## src/pmr_pkg.sv

```systemverilog
// Shared constants and types of the power mode and reset control block.
// Assumes both ends and the bench compile this package first.
package pmr_pkg;

   typedef enum logic [1:0] {PMR_OFF, PMR_AUX, PMR_IDLE} pmr_mode_t;

   ////////////////////////////////////////////////////////////////////////////
   // Device control registers
   localparam int        PMR_CTRL_NUM     = 6;
   localparam logic [2:0] PMR_ADR_CTRL1   = 3'h0;
   localparam logic [2:0] PMR_ADR_CTRL3   = 3'h2;
   localparam int        PMR_C1_ANALOG_EN = 5;
   localparam int        PMR_C1_OPM_LO    = 1;
   localparam int        PMR_C3_SUPPLY_EN = 1;
   localparam int        PMR_C3_CLK_ON    = 0;
   localparam logic [5:0][7:0] PMR_CTRL_DEFAULT = {8'h00, 8'h00, 8'h00, 8'h03, 8'hB0, 8'h80};

   // Status register bits
   localparam int PMR_ST_AUX     = 0;
   localparam int PMR_ST_LOWBAT  = 1;
   localparam int PMR_ST_WAKEPIN = 2;
   localparam int PMR_ST_BTN_LSB = 3;
   localparam int PMR_BTN_NUM    = 5;

   ////////////////////////////////////////////////////////////////////////////
   // Serial frame: command byte then data byte, MSB first
   localparam int         PMR_FRAME_BITS  = 16;
   localparam logic [1:0] PMR_CMD_WRITE   = 2'h0;
   localparam logic [1:0] PMR_CMD_RD_CTRL = 2'h1;
   localparam logic [1:0] PMR_CMD_RD_STAT = 2'h2;
   localparam logic [1:0] PMR_CMD_OFF     = 2'h3;

   // Timing
   localparam int PMR_CLK_PERIOD_NS = 5;
   localparam int PMR_SCK_HALF_NS   = 1000;
   localparam int PMR_SCK_HALF_CYC  = (PMR_SCK_HALF_NS + PMR_CLK_PERIOD_NS - 1)
                                      / PMR_CLK_PERIOD_NS;
   localparam int PMR_SCK_HALF_MIN  = 8;
   localparam logic [1:0] PMR_HCLK_DIV_LAST = 2'h2;

   ////////////////////////////////////////////////////////////////////////////
   // Host controller APB registers
   localparam logic [11:0] PMR_H_CMD_OFF  = 12'h000;
   localparam logic [11:0] PMR_H_STAT_OFF = 12'h004;
   localparam logic [11:0] PMR_H_INT_OFF  = 12'h008;
   localparam logic [11:0] PMR_H_MASK_OFF = 12'h00C;
   localparam int PMR_HI_DONE    = 0;
   localparam int PMR_HI_DEVIRQ  = 1;
   localparam int PMR_HI_RSTFALL = 2;
   localparam int PMR_HS_BUSY    = 0;
   localparam int PMR_HS_RST_N   = 1;
   localparam int PMR_HS_IRQ     = 2;
   localparam int PMR_HS_RD_LSB  = 8;

endpackage

```

## src/pmr_link_if.sv

```systemverilog
// Serial, reset, interrupt and clock pins between transceiver and host.
// Assumes one device end and one host end, joined by the bench.
`timescale 1ns/10ps
interface pmr_link_if;
   logic csN;
   logic sck;
   logic sdi;
   logic sdo;
   logic hostResetN;
   logic irq;
   logic hostClk;

   modport device (input csN, input sck, input sdi,
                   output sdo, output hostResetN, output irq, output hostClk);
   modport host   (output csN, output sck, output sdi,
                   input sdo, input hostResetN, input irq, input hostClk);
endinterface

```

## src/pmr_device.sv

```systemverilog
// Power mode sequencer, reset logic and serial register port of the transceiver.
// Assumes comparator, oscillator and wake inputs are asynchronous to clk.
`timescale 1ns/10ps

// Notes on behaviour
// Low auxiliary supply: stay OFF, serial ignored
// Auxiliary detect in OFF enters auxiliary mode
// OFF to auxiliary raises interrupt, aux flag
// Wake pin or button: OFF to Idle, flag
// Aux to Idle by enable, pin, button
// Idle powers analog and core from battery
// Idle accepts writes and selects RF mode
// OFF command only with all wakes released
// Power-up issues core reset, loads defaults
// Host reset low until supply high, oscillator
// Host clock after supply good, oscillator ready
// Low flag clears on read or reset
// Supply loss: reset host, core if enabled
// Supply below lower: clock low, serial ignored
// Supply output off until reactivation
// Status register separate, serially readable
// Control registers default after power-on
// Synchronise comparators and oscillator ready
// Host reset is set-reset latch, hysteresis
module pmr_device
   import pmr_pkg::*;
(
   // Clock and reset
   input  wire logic                       clk,
   input  wire logic                       srst,
   // Link to host
   pmr_link_if.device                      link,
   // Wake pins
   input  wire logic                       wakePinHigh,
   input  wire logic [pmr_pkg::PMR_BTN_NUM-1:0] pushButtonN,
   // Comparators and oscillator
   input  wire logic                       auxSupplyDetect,
   input  wire logic                       supplyOutGood,
   input  wire logic                       supplyOutHigh,
   input  wire logic                       oscReady,
   // Supply and mode controls
   output pmr_pkg::pmr_mode_t              mode,
   output logic                            analogSupplyOn,
   output logic                            coreSupplyOn,
   output logic                            coreFromAux,
   output logic                            supplyOutOn,
   output logic                            coreReset,
   output logic [1:0]                      rfOpMode,
   output logic                            lowSupplyFlag
);
   import pmr_pkg::*;

   typedef struct packed {
      logic [1:0]                    csS;
      logic [1:0]                    sckS;
      logic [1:0]                    sdiS;
      logic [1:0]                    auxS;
      logic [1:0]                    goodS;
      logic [1:0]                    highS;
      logic [1:0]                    oscS;
      logic [1:0]                    wakeS;
      logic [1:0][PMR_BTN_NUM-1:0]   btnS;
      logic                          sckPrev;
      logic                          goodPrev;
      pmr_mode_t                     mode;
      logic [PMR_CTRL_NUM-1:0][7:0]  ctrl;
      logic [7:0]                    status;
      logic [4:0]                    bitCnt;
      logic [7:0]                    cmd;
      logic [7:0]                    data;
      logic [7:0]                    shOut;
      logic                          sdo;
      logic                          hostRstN;
      logic                          coreRst;
      logic [1:0]                    clkDiv;
      logic                          hostClk;
      logic                          stRead;
   } pmr_dev_state_t;

   // Synchronisers start at the idle pin levels so that reset cannot fake a wake
   localparam pmr_dev_state_t DEV_RESET = '{mode: PMR_OFF, csS: 2'h3, btnS: '1, default: '0};

   pmr_dev_state_t s;
   pmr_dev_state_t next_s;

   function automatic logic [7:0] ctrlRead(input logic [PMR_CTRL_NUM-1:0][7:0] regs,
                                           input logic [2:0] adr);
      ctrlRead = (int'(adr) < PMR_CTRL_NUM) ? regs[adr] : 8'h00;
   endfunction

   ////////////////////////////////////////////////////////////////////////////
   always_comb begin
      logic                   wakeHi;
      logic [PMR_BTN_NUM-1:0] btnLow;
      logic                   anyWake;
      logic                   good;
      logic                   serialOk;
      logic                   sckRise;
      logic                   sckFall;
      logic                   offReq;
      logic [7:0]             cmdNow;
      wakeHi   = '0;
      btnLow   = '0;
      anyWake  = '0;
      good     = '0;
      serialOk = '0;
      sckRise  = '0;
      sckFall  = '0;
      offReq   = '0;
      cmdNow   = '0;
      next_s   = s;

      // Two flops on every pin and comparator before use
      next_s.csS   = {s.csS[0], link.csN};
      next_s.sckS  = {s.sckS[0], link.sck};
      next_s.sdiS  = {s.sdiS[0], link.sdi};
      next_s.auxS  = {s.auxS[0], auxSupplyDetect};
      next_s.goodS = {s.goodS[0], supplyOutGood};
      next_s.highS = {s.highS[0], supplyOutHigh};
      next_s.oscS  = {s.oscS[0], oscReady};
      next_s.wakeS = {s.wakeS[0], wakePinHigh};
      next_s.btnS  = {s.btnS[0], pushButtonN};
      next_s.sckPrev  = s.sckS[1];
      next_s.goodPrev = s.goodS[1];
      next_s.coreRst  = 1'b0;

      wakeHi   = s.wakeS[1];
      btnLow   = ~s.btnS[1];
      anyWake  = wakeHi | (|btnLow);
      good     = s.goodS[1];
      serialOk = (s.mode != PMR_OFF) && good;
      sckRise  = s.sckS[1] & ~s.sckPrev;
      sckFall  = ~s.sckS[1] & s.sckPrev;
      cmdNow   = {s.cmd[6:0], s.sdiS[1]};

      ////////////////////////////////////////////////////////////////////////
      // Serial port
      if (!serialOk || s.csS[1]) begin
         next_s.bitCnt = '0;
         next_s.sdo    = 1'b0;
         if (s.stRead && s.csS[1]) begin
            // Reading status clears wake flags; low flag only with supply back
            next_s.stRead = 1'b0;
            next_s.status[7:PMR_ST_WAKEPIN] = '0;
            next_s.status[PMR_ST_AUX] = 1'b0;
            if (s.highS[1]) begin
               next_s.status[PMR_ST_LOWBAT] = 1'b0;
            end
         end
      end else begin
         if (sckRise) begin
            next_s.bitCnt = s.bitCnt + 5'h01;
            if (s.bitCnt < 5'h08) begin
               next_s.cmd = cmdNow;
            end else begin
               next_s.data = {s.data[6:0], s.sdiS[1]};
            end
            if (s.bitCnt == 5'h07) begin
               unique case (cmdNow[7:6])
                  PMR_CMD_WRITE: begin
                  end
                  PMR_CMD_RD_CTRL: begin
                     next_s.shOut = ctrlRead(s.ctrl, cmdNow[2:0]);
                  end
                  PMR_CMD_RD_STAT: begin
                     next_s.shOut  = s.status;
                     next_s.stRead = 1'b1;
                  end
                  PMR_CMD_OFF: begin
                     // Refused while any wake source still asks for power
                     offReq = !s.ctrl[PMR_ADR_CTRL1][PMR_C1_ANALOG_EN]
                              && !anyWake;
                  end
               endcase
            end
            if (s.bitCnt == 5'h0F && s.cmd[7:6] == PMR_CMD_WRITE
                && int'(s.cmd[2:0]) < PMR_CTRL_NUM) begin
               next_s.ctrl[s.cmd[2:0]] = {s.data[6:0], s.sdiS[1]};
            end
         end
         if (sckFall && s.bitCnt >= 5'h08) begin
            next_s.sdo   = s.shOut[7];
            next_s.shOut = {s.shOut[6:0], 1'b0};
         end
      end

      ////////////////////////////////////////////////////////////////////////
      // Supply output reactivation and supply loss
      if (s.mode != PMR_OFF && anyWake) begin
         next_s.ctrl[PMR_ADR_CTRL3][PMR_C3_SUPPLY_EN] = 1'b1;
      end
      if (s.mode != PMR_OFF && s.goodPrev && !good
          && s.ctrl[PMR_ADR_CTRL3][PMR_C3_SUPPLY_EN]) begin
         next_s.ctrl    = PMR_CTRL_DEFAULT;
         next_s.coreRst = 1'b1;
      end
      if (s.mode != PMR_OFF && !s.highS[1]) begin
         next_s.status[PMR_ST_LOWBAT] = 1'b1;
      end else if (s.mode != PMR_OFF && s.highS[1] && !s.hostRstN) begin
         next_s.status[PMR_ST_LOWBAT] = 1'b0;
      end

      ////////////////////////////////////////////////////////////////////////
      // Mode sequencer
      unique case (s.mode)
         PMR_OFF: begin
            // Nothing survives OFF; entry starts from defaults
            next_s.status = '0;
            next_s.ctrl   = PMR_CTRL_DEFAULT;
            if (anyWake) begin
               next_s.mode    = PMR_IDLE;
               next_s.coreRst = 1'b1;
               next_s.status[PMR_ST_WAKEPIN] = wakeHi;
               next_s.status[PMR_ST_BTN_LSB +: PMR_BTN_NUM] = btnLow;
            end else if (s.auxS[1]) begin
               next_s.mode    = PMR_AUX;
               next_s.coreRst = 1'b1;
               next_s.status[PMR_ST_AUX] = 1'b1;
            end
         end
         PMR_AUX: begin
            if (offReq) begin
               next_s.mode = PMR_OFF;
            end else if (anyWake || s.ctrl[PMR_ADR_CTRL1][PMR_C1_ANALOG_EN]) begin
               next_s.mode = PMR_IDLE;
            end
         end
         PMR_IDLE: begin
            if (offReq) begin
               next_s.mode = PMR_OFF;
            end
         end
      endcase

      ////////////////////////////////////////////////////////////////////////
      // Host reset latch: low below lower threshold, high only at upper
      if (s.mode == PMR_OFF || !good) begin
         next_s.hostRstN = 1'b0;
      end else if (s.highS[1] && s.oscS[1]) begin
         next_s.hostRstN = 1'b1;
      end

      // Host clock is clk/3 at one third duty; disable may cut the last period
      if (s.mode != PMR_OFF && good && s.oscS[1]
          && s.ctrl[PMR_ADR_CTRL3][PMR_C3_CLK_ON]) begin
         next_s.clkDiv  = (s.clkDiv == PMR_HCLK_DIV_LAST) ? 2'h0 : s.clkDiv + 2'h1;
         next_s.hostClk = (s.clkDiv == PMR_HCLK_DIV_LAST);
      end else begin
         next_s.clkDiv  = 2'h0;
         next_s.hostClk = 1'b0;
      end
   end

   always_ff @(posedge clk) begin
      if (srst) begin
         s <= DEV_RESET;
      end else begin
         s <= next_s;
      end
   end

   ////////////////////////////////////////////////////////////////////////////
   assign link.sdo        = s.sdo;
   assign link.hostResetN = s.hostRstN;
   assign link.hostClk    = s.hostClk;
   assign link.irq        = (|s.status[7:PMR_ST_WAKEPIN]) | s.status[PMR_ST_AUX];
   assign mode            = s.mode;
   assign analogSupplyOn  = (s.mode == PMR_IDLE);
   assign coreSupplyOn    = (s.mode != PMR_OFF);
   assign coreFromAux     = (s.mode == PMR_AUX);
   assign supplyOutOn     = (s.mode != PMR_OFF)
                            && s.ctrl[PMR_ADR_CTRL3][PMR_C3_SUPPLY_EN];
   assign coreReset       = s.coreRst;
   assign rfOpMode        = (s.mode == PMR_IDLE)
                            ? s.ctrl[PMR_ADR_CTRL1][PMR_C1_OPM_LO +: 2] : 2'h0;
   assign lowSupplyFlag   = s.status[PMR_ST_LOWBAT];

endmodule // pmr_device

```

## src/flat_wrapper.sv

```systemverilog
// flat-port wrapper written by rule: the top's interface ports become plain ports
module pmr_device_flat import pmr_pkg::*;
  (clk, srst, wakePinHigh, pushButtonN, auxSupplyDetect, supplyOutGood, supplyOutHigh, oscReady, mode, analogSupplyOn, coreSupplyOn, coreFromAux, supplyOutOn, coreReset, rfOpMode, lowSupplyFlag, link_csN, link_sck, link_sdi, link_sdo, link_hostResetN, link_irq, link_hostClk);
  pmr_link_if link_i ();
  input  wire logic clk;
  input  wire logic srst;
  input  wire logic wakePinHigh;
  input  wire logic [pmr_pkg::PMR_BTN_NUM-1:0] pushButtonN;
  input  wire logic auxSupplyDetect;
  input  wire logic supplyOutGood;
  input  wire logic supplyOutHigh;
  input  wire logic oscReady;
  output pmr_pkg::pmr_mode_t mode;
  output logic analogSupplyOn;
  output logic coreSupplyOn;
  output logic coreFromAux;
  output logic supplyOutOn;
  output logic coreReset;
  output logic [1:0] rfOpMode;
  output logic lowSupplyFlag;
  input wire logic [$bits(link_i.csN)-1:0] link_csN;
  input wire logic [$bits(link_i.sck)-1:0] link_sck;
  input wire logic [$bits(link_i.sdi)-1:0] link_sdi;
  output wire logic [$bits(link_i.sdo)-1:0] link_sdo;
  output wire logic [$bits(link_i.hostResetN)-1:0] link_hostResetN;
  output wire logic [$bits(link_i.irq)-1:0] link_irq;
  output wire logic [$bits(link_i.hostClk)-1:0] link_hostClk;
  assign link_i.csN = link_csN;
  assign link_i.sck = link_sck;
  assign link_i.sdi = link_sdi;
  assign link_sdo = link_i.sdo;
  assign link_hostResetN = link_i.hostResetN;
  assign link_irq = link_i.irq;
  assign link_hostClk = link_i.hostClk;
  pmr_device u_core (.clk(clk), .srst(srst), .link(link_i), .wakePinHigh(wakePinHigh), .pushButtonN(pushButtonN), .auxSupplyDetect(auxSupplyDetect), .supplyOutGood(supplyOutGood), .supplyOutHigh(supplyOutHigh), .oscReady(oscReady), .mode(mode), .analogSupplyOn(analogSupplyOn), .coreSupplyOn(coreSupplyOn), .coreFromAux(coreFromAux), .supplyOutOn(supplyOutOn), .coreReset(coreReset), .rfOpMode(rfOpMode), .lowSupplyFlag(lowSupplyFlag));
endmodule
```

## config.mk

```make
export PLATFORM = sky130hd
export DESIGN_NAME = pmr_device_flat
export DESIGN_NICKNAME = d
export VERILOG_FILES = /design/src/pmr_pkg.sv /design/src/pmr_link_if.sv /design/src/pmr_device.sv /design/src/flat_wrapper.sv
export SDC_FILE = /design/constraint.sdc
export NUM_CORES = 1
export LEC_CHECK = 0
export BUFFER_PORTS_ARGS = -buffer_cell sky130_fd_sc_hd__buf_2
export CORE_ASPECT_RATIO = 0.75
export CORE_UTILIZATION = 55
export CTS_BUF_LIST = sky130_fd_sc_hd__clkbuf_4 sky130_fd_sc_hd__clkbuf_8
export CTS_CLUSTER_DIAMETER = 120
export DETAILED_ROUTE_END_ITERATION = 10
export MAX_ROUTING_LAYER = met4
export PLACE_DENSITY_LB_ADDON = 0.3
export RECOVER_POWER = 50
export SYNTH_ARGS = -nofsm -noshare
export SYNTH_HDL_FRONTEND = slang
export SYNTH_SLANG_ARGS = --single-unit
```

## constraint.sdc

```tcl
create_clock -name clk -period 4.4 [get_ports clk]
set_input_delay 0.22 -clock clk [delete_from_list [all_inputs] [get_ports clk]]
set_output_delay 0.22 -clock clk [all_outputs]
set_load 0.005 [all_outputs]
```

==> flow_summary.yaml <==
critical_path:
  crit_path_end_kind: "register"
  cpPeakStageDelay_ns: 0.72
  cp_num_buf_inv: 1
  cp.arrival_ns: 3.39
  critPathKind: "reg2reg"
  critical_path_peak_fanout: 13
  cp-start-kind: "register"
  cp_slowest_cell: "nor3_1"
  path_cells: "inv_1 -> ha_1 -> nor3b_1 -> nand4_1 -> nor3_1 -> mux2i_1"
  r2r_slack_ns: 1.36
  cpLargestDelayFamily: "simple AND/OR/NAND/NOR gates"
  r2r-end: "u_core.s[55]"
  r2r_cells: 6
  critPathLaunch: "u_core.mode[0]"
  cp_data_required_time_ns: 4.75
  reg2reg_from: "u_core.mode[0]"
worst_hold_path:
  min_to: "u_core.next_s[111]"
  holdPathStages: 2
  hold_path_class: "in2reg"
  worstHoldStart: "supplyOutHigh"
grt:
  grt_pass1_vias: 3897
  grt_max_degree: 71
  grt.total_usage: 0.278
  grt_pass1_wl_mm: 20.1
  antenna_found_initial: 0
  globalRouteOverflowTotal: 0
die:
  ios: 29
  core.rowCount: 30
  initial_core_util: 0.571
  core_area_sq_mm: 0.00908
  die_x_um: 114
  die_height_um: 86.1
  die_area_sq_mm: 0.00982
timing:
  relSlewSlack: -0.913
  finalSetupViolCount: 0
  timing.final.crit_share: 0.691
  tightest_slew_ns: 2.87
  fin_setup_tns_ns: 0
  slew_violations: 71
  whs_ns: 0.0213
  grt_setup_unrepaired: "false"
  finClkSkew_ns: 0.0126
  post-route-min-period_ns: 3.04
  hold_viol: 0
  fmax_mhz: 329
pwr:
  power_density_mw_per_mm2: 419
  p_int_mw: 1.79
  power_mw: 2.44
  p_clk_frac: 0.396
  p_switching_mw: 0.645
  ir_drop_mv: 0.258
  switching_share: 0.264
  power_frac_comb: 0.125
  p_leak_nw: 2.18
  pwr-share-seq: 0.479
synthesis:
  synth.most_common_cell: "dfxtp_1"
  syn_inst: 557
  syn_area_sq_mm: 0.00518
  synthTopCellsByArea: "dfxtp_1 (47%), mux2i_1 (14%), nand2_1 (3.7%), nor2_1 (3.3%), nor2b_1 (2.8%)"
  yosysWarnings: 0
  synth_top_cells_by_count: "dfxtp_1 (121), mux2i_1 (72), nand2_1 (51), nor2_1 (46), clkbuf_1 (29)"
  netlist.area_leader.share: 0.467
  syn-mean-instance-area_sq_um: 9.31
  synth.distinct_cells: 54
  synthArstFlopShare: 0
  ys_ff_latch: 121
  ys_seq_area_frac: 0.467
  synth_ff_type: "dfxtp_1"
  synth_edf_count: 0
  syn_nets: 581
  yosys.area.top_type: "dfxtp_1"
detailed_routing:
  drc_errors: 0
  via_per_inst: 5.74
  firstDrtPassIters: 5
  dr_total_vias: 4117
  ant_nets: 0
  routedWlPerCell_um: 17.3
  drt_iter0_drc: 359
  routed_wl_mm: 12.4
final_layout:
  regArea_sq_mm: 0.00242
  fill_cells: 765
  area_growth_pct: 12.3
  drive_gt1_frac: 0.124
  fin_nets: 603
  multiInputGateArea_sq_mm: 0.00251
  n_antenna_cell: 0
clock_network:
  cts_root_buffer: "clkbuf_8"
  clockBufferDepth: 2
  cts_tree: "yes"
  hold_buffers: 9
  clk_pin_slew_ns: 0.07
  post_cts_buffers: 0
  h-tree-depth: 4
  clock_sinks: 121
  clkLatencyLatePin_ns: 0.43
  numCtsBuffers: 17
  post_cts_resized: 0
status:
  outcome: "complete, but fails checks"
  violations: "capacitance limit, slew limit"
placed_design:
  place_hpwl_mm: 8.42
  place_congestion: 0.905
  portBuffers: 28
flow_run:
  maxCapViolations: 1
[power groups by stage]
stage	combinational, mW	sequential [mW]	clock (mW)
after CTS	0.303	1.17	0.975
after global placement	0.287	1.19	0
final	0.305	1.17	0.965
after floorplan	0.224	1.18	0
after global routing	0.332	1.17	1.03
after detailed placement	0.296	1.19	0
[worst register-to-register path: stages, from the launching register on]
cell and delay [ns]:
dfxtp_1 0.38, inv_1 0.09, ha_1 0.31, nor3b_1 0.55, nand4_1 0.65, nor3_1 0.72
mux2i_1 0.27
[sequential cells by signal, summed over array words and instances, names as in the netlist]
register,count
u_core.link.hostResetN,1
u_core.mode,2
u_core.s,99
u_core.link.hostClk,1
u_core.coreReset,1
u_core.next_s,15
u_core.lowSupplyFlag,1
u_core.link.sdo,1
[how the worst max path moves through the flow]
stage                           to  slack [ns]  cells after the start
detailed placement    u_core.s[55]        1.68                      7
finish                u_core.s[55]        1.36                      6
global placement      u_core.s[52]        1.79                      7
global route          u_core.s[55]        1.13                      6
floorplan           u_core.mode[1]        2.21                      6
CTS                   u_core.s[55]        1.62                      7
[per-layer routing]
layer / track usage / vias to the layer above / wire, um
met5: - / - / 0
met4: 0.0968 / 0 / 165
met3: 0.0558 / 16 / 733
met2: 0.409 / 123 / 5450
met1: 0.379 / 1986 / 6030
li1: - / 1992 / -
[stage by stage]
stage,area (sq um),std cells,setup WS (ns),utilization
2_1_floorplan,5180,557,2.21,-
4_1_cts,5830,716,1.62,0.641
3_5_place_dp,5360,678,1.68,0.590
5_1_grt,5820,717,1.13,0.641
3_3_place_gp,5360,678,1.79,0.590
6_report,5820,717,1.36,0.641
[layout by cell type (no fill, tap or decap), types with 4 or more instances in the layout]
| master | instances |
|---|---|
| a211oi_1 | 10 |
| a21oi_1 | 16 |
| a221oi_1 | 7 |
| a31oi_1 | 6 |
| and3_1 | 4 |
| buf_2 | 25 |
| clkbuf_1 | 4 |
| clkbuf_8 | 20 |
| dfxtp_1 | 121 |
| dlygate4sd3_1 | 10 |
| ha_1 | 9 |
| inv_1 | 23 |
| mux2i_1 | 72 |
| nand2_1 | 51 |
| nand2b_1 | 15 |
| nand3_1 | 20 |
| nor2_1 | 46 |
| nor2b_1 | 23 |
| nor3_1 | 12 |
| nor4_1 | 4 |
| o22ai_1 | 7 |
| o311ai_0 | 6 |
| o31ai_1 | 8 |
| or2_2 | 13 |
[final cells by class]
class                   count  area share
clock buffers              21      0.0485
clock inverters             8      0.0168
inverters                  23      0.0148
multi-input cells         374       0.431
flip-flops and latches    121       0.416
well taps                 128      0.0275
repair buffers             42      0.0451
[logic make-up after synthesis]
group                      count (synthesis)  synth area share
and+or+nand+nor                          213             0.211
xor gates and xnor gates                   3           0.00507
muxes                                     73             0.143
adders and majority gates                  9            0.0217
DFF                                      121             0.467
buffers and inverters                     62            0.0473
AOI/OAI and AO/OA                         76             0.105
Power figures use the tool's default switching activity.
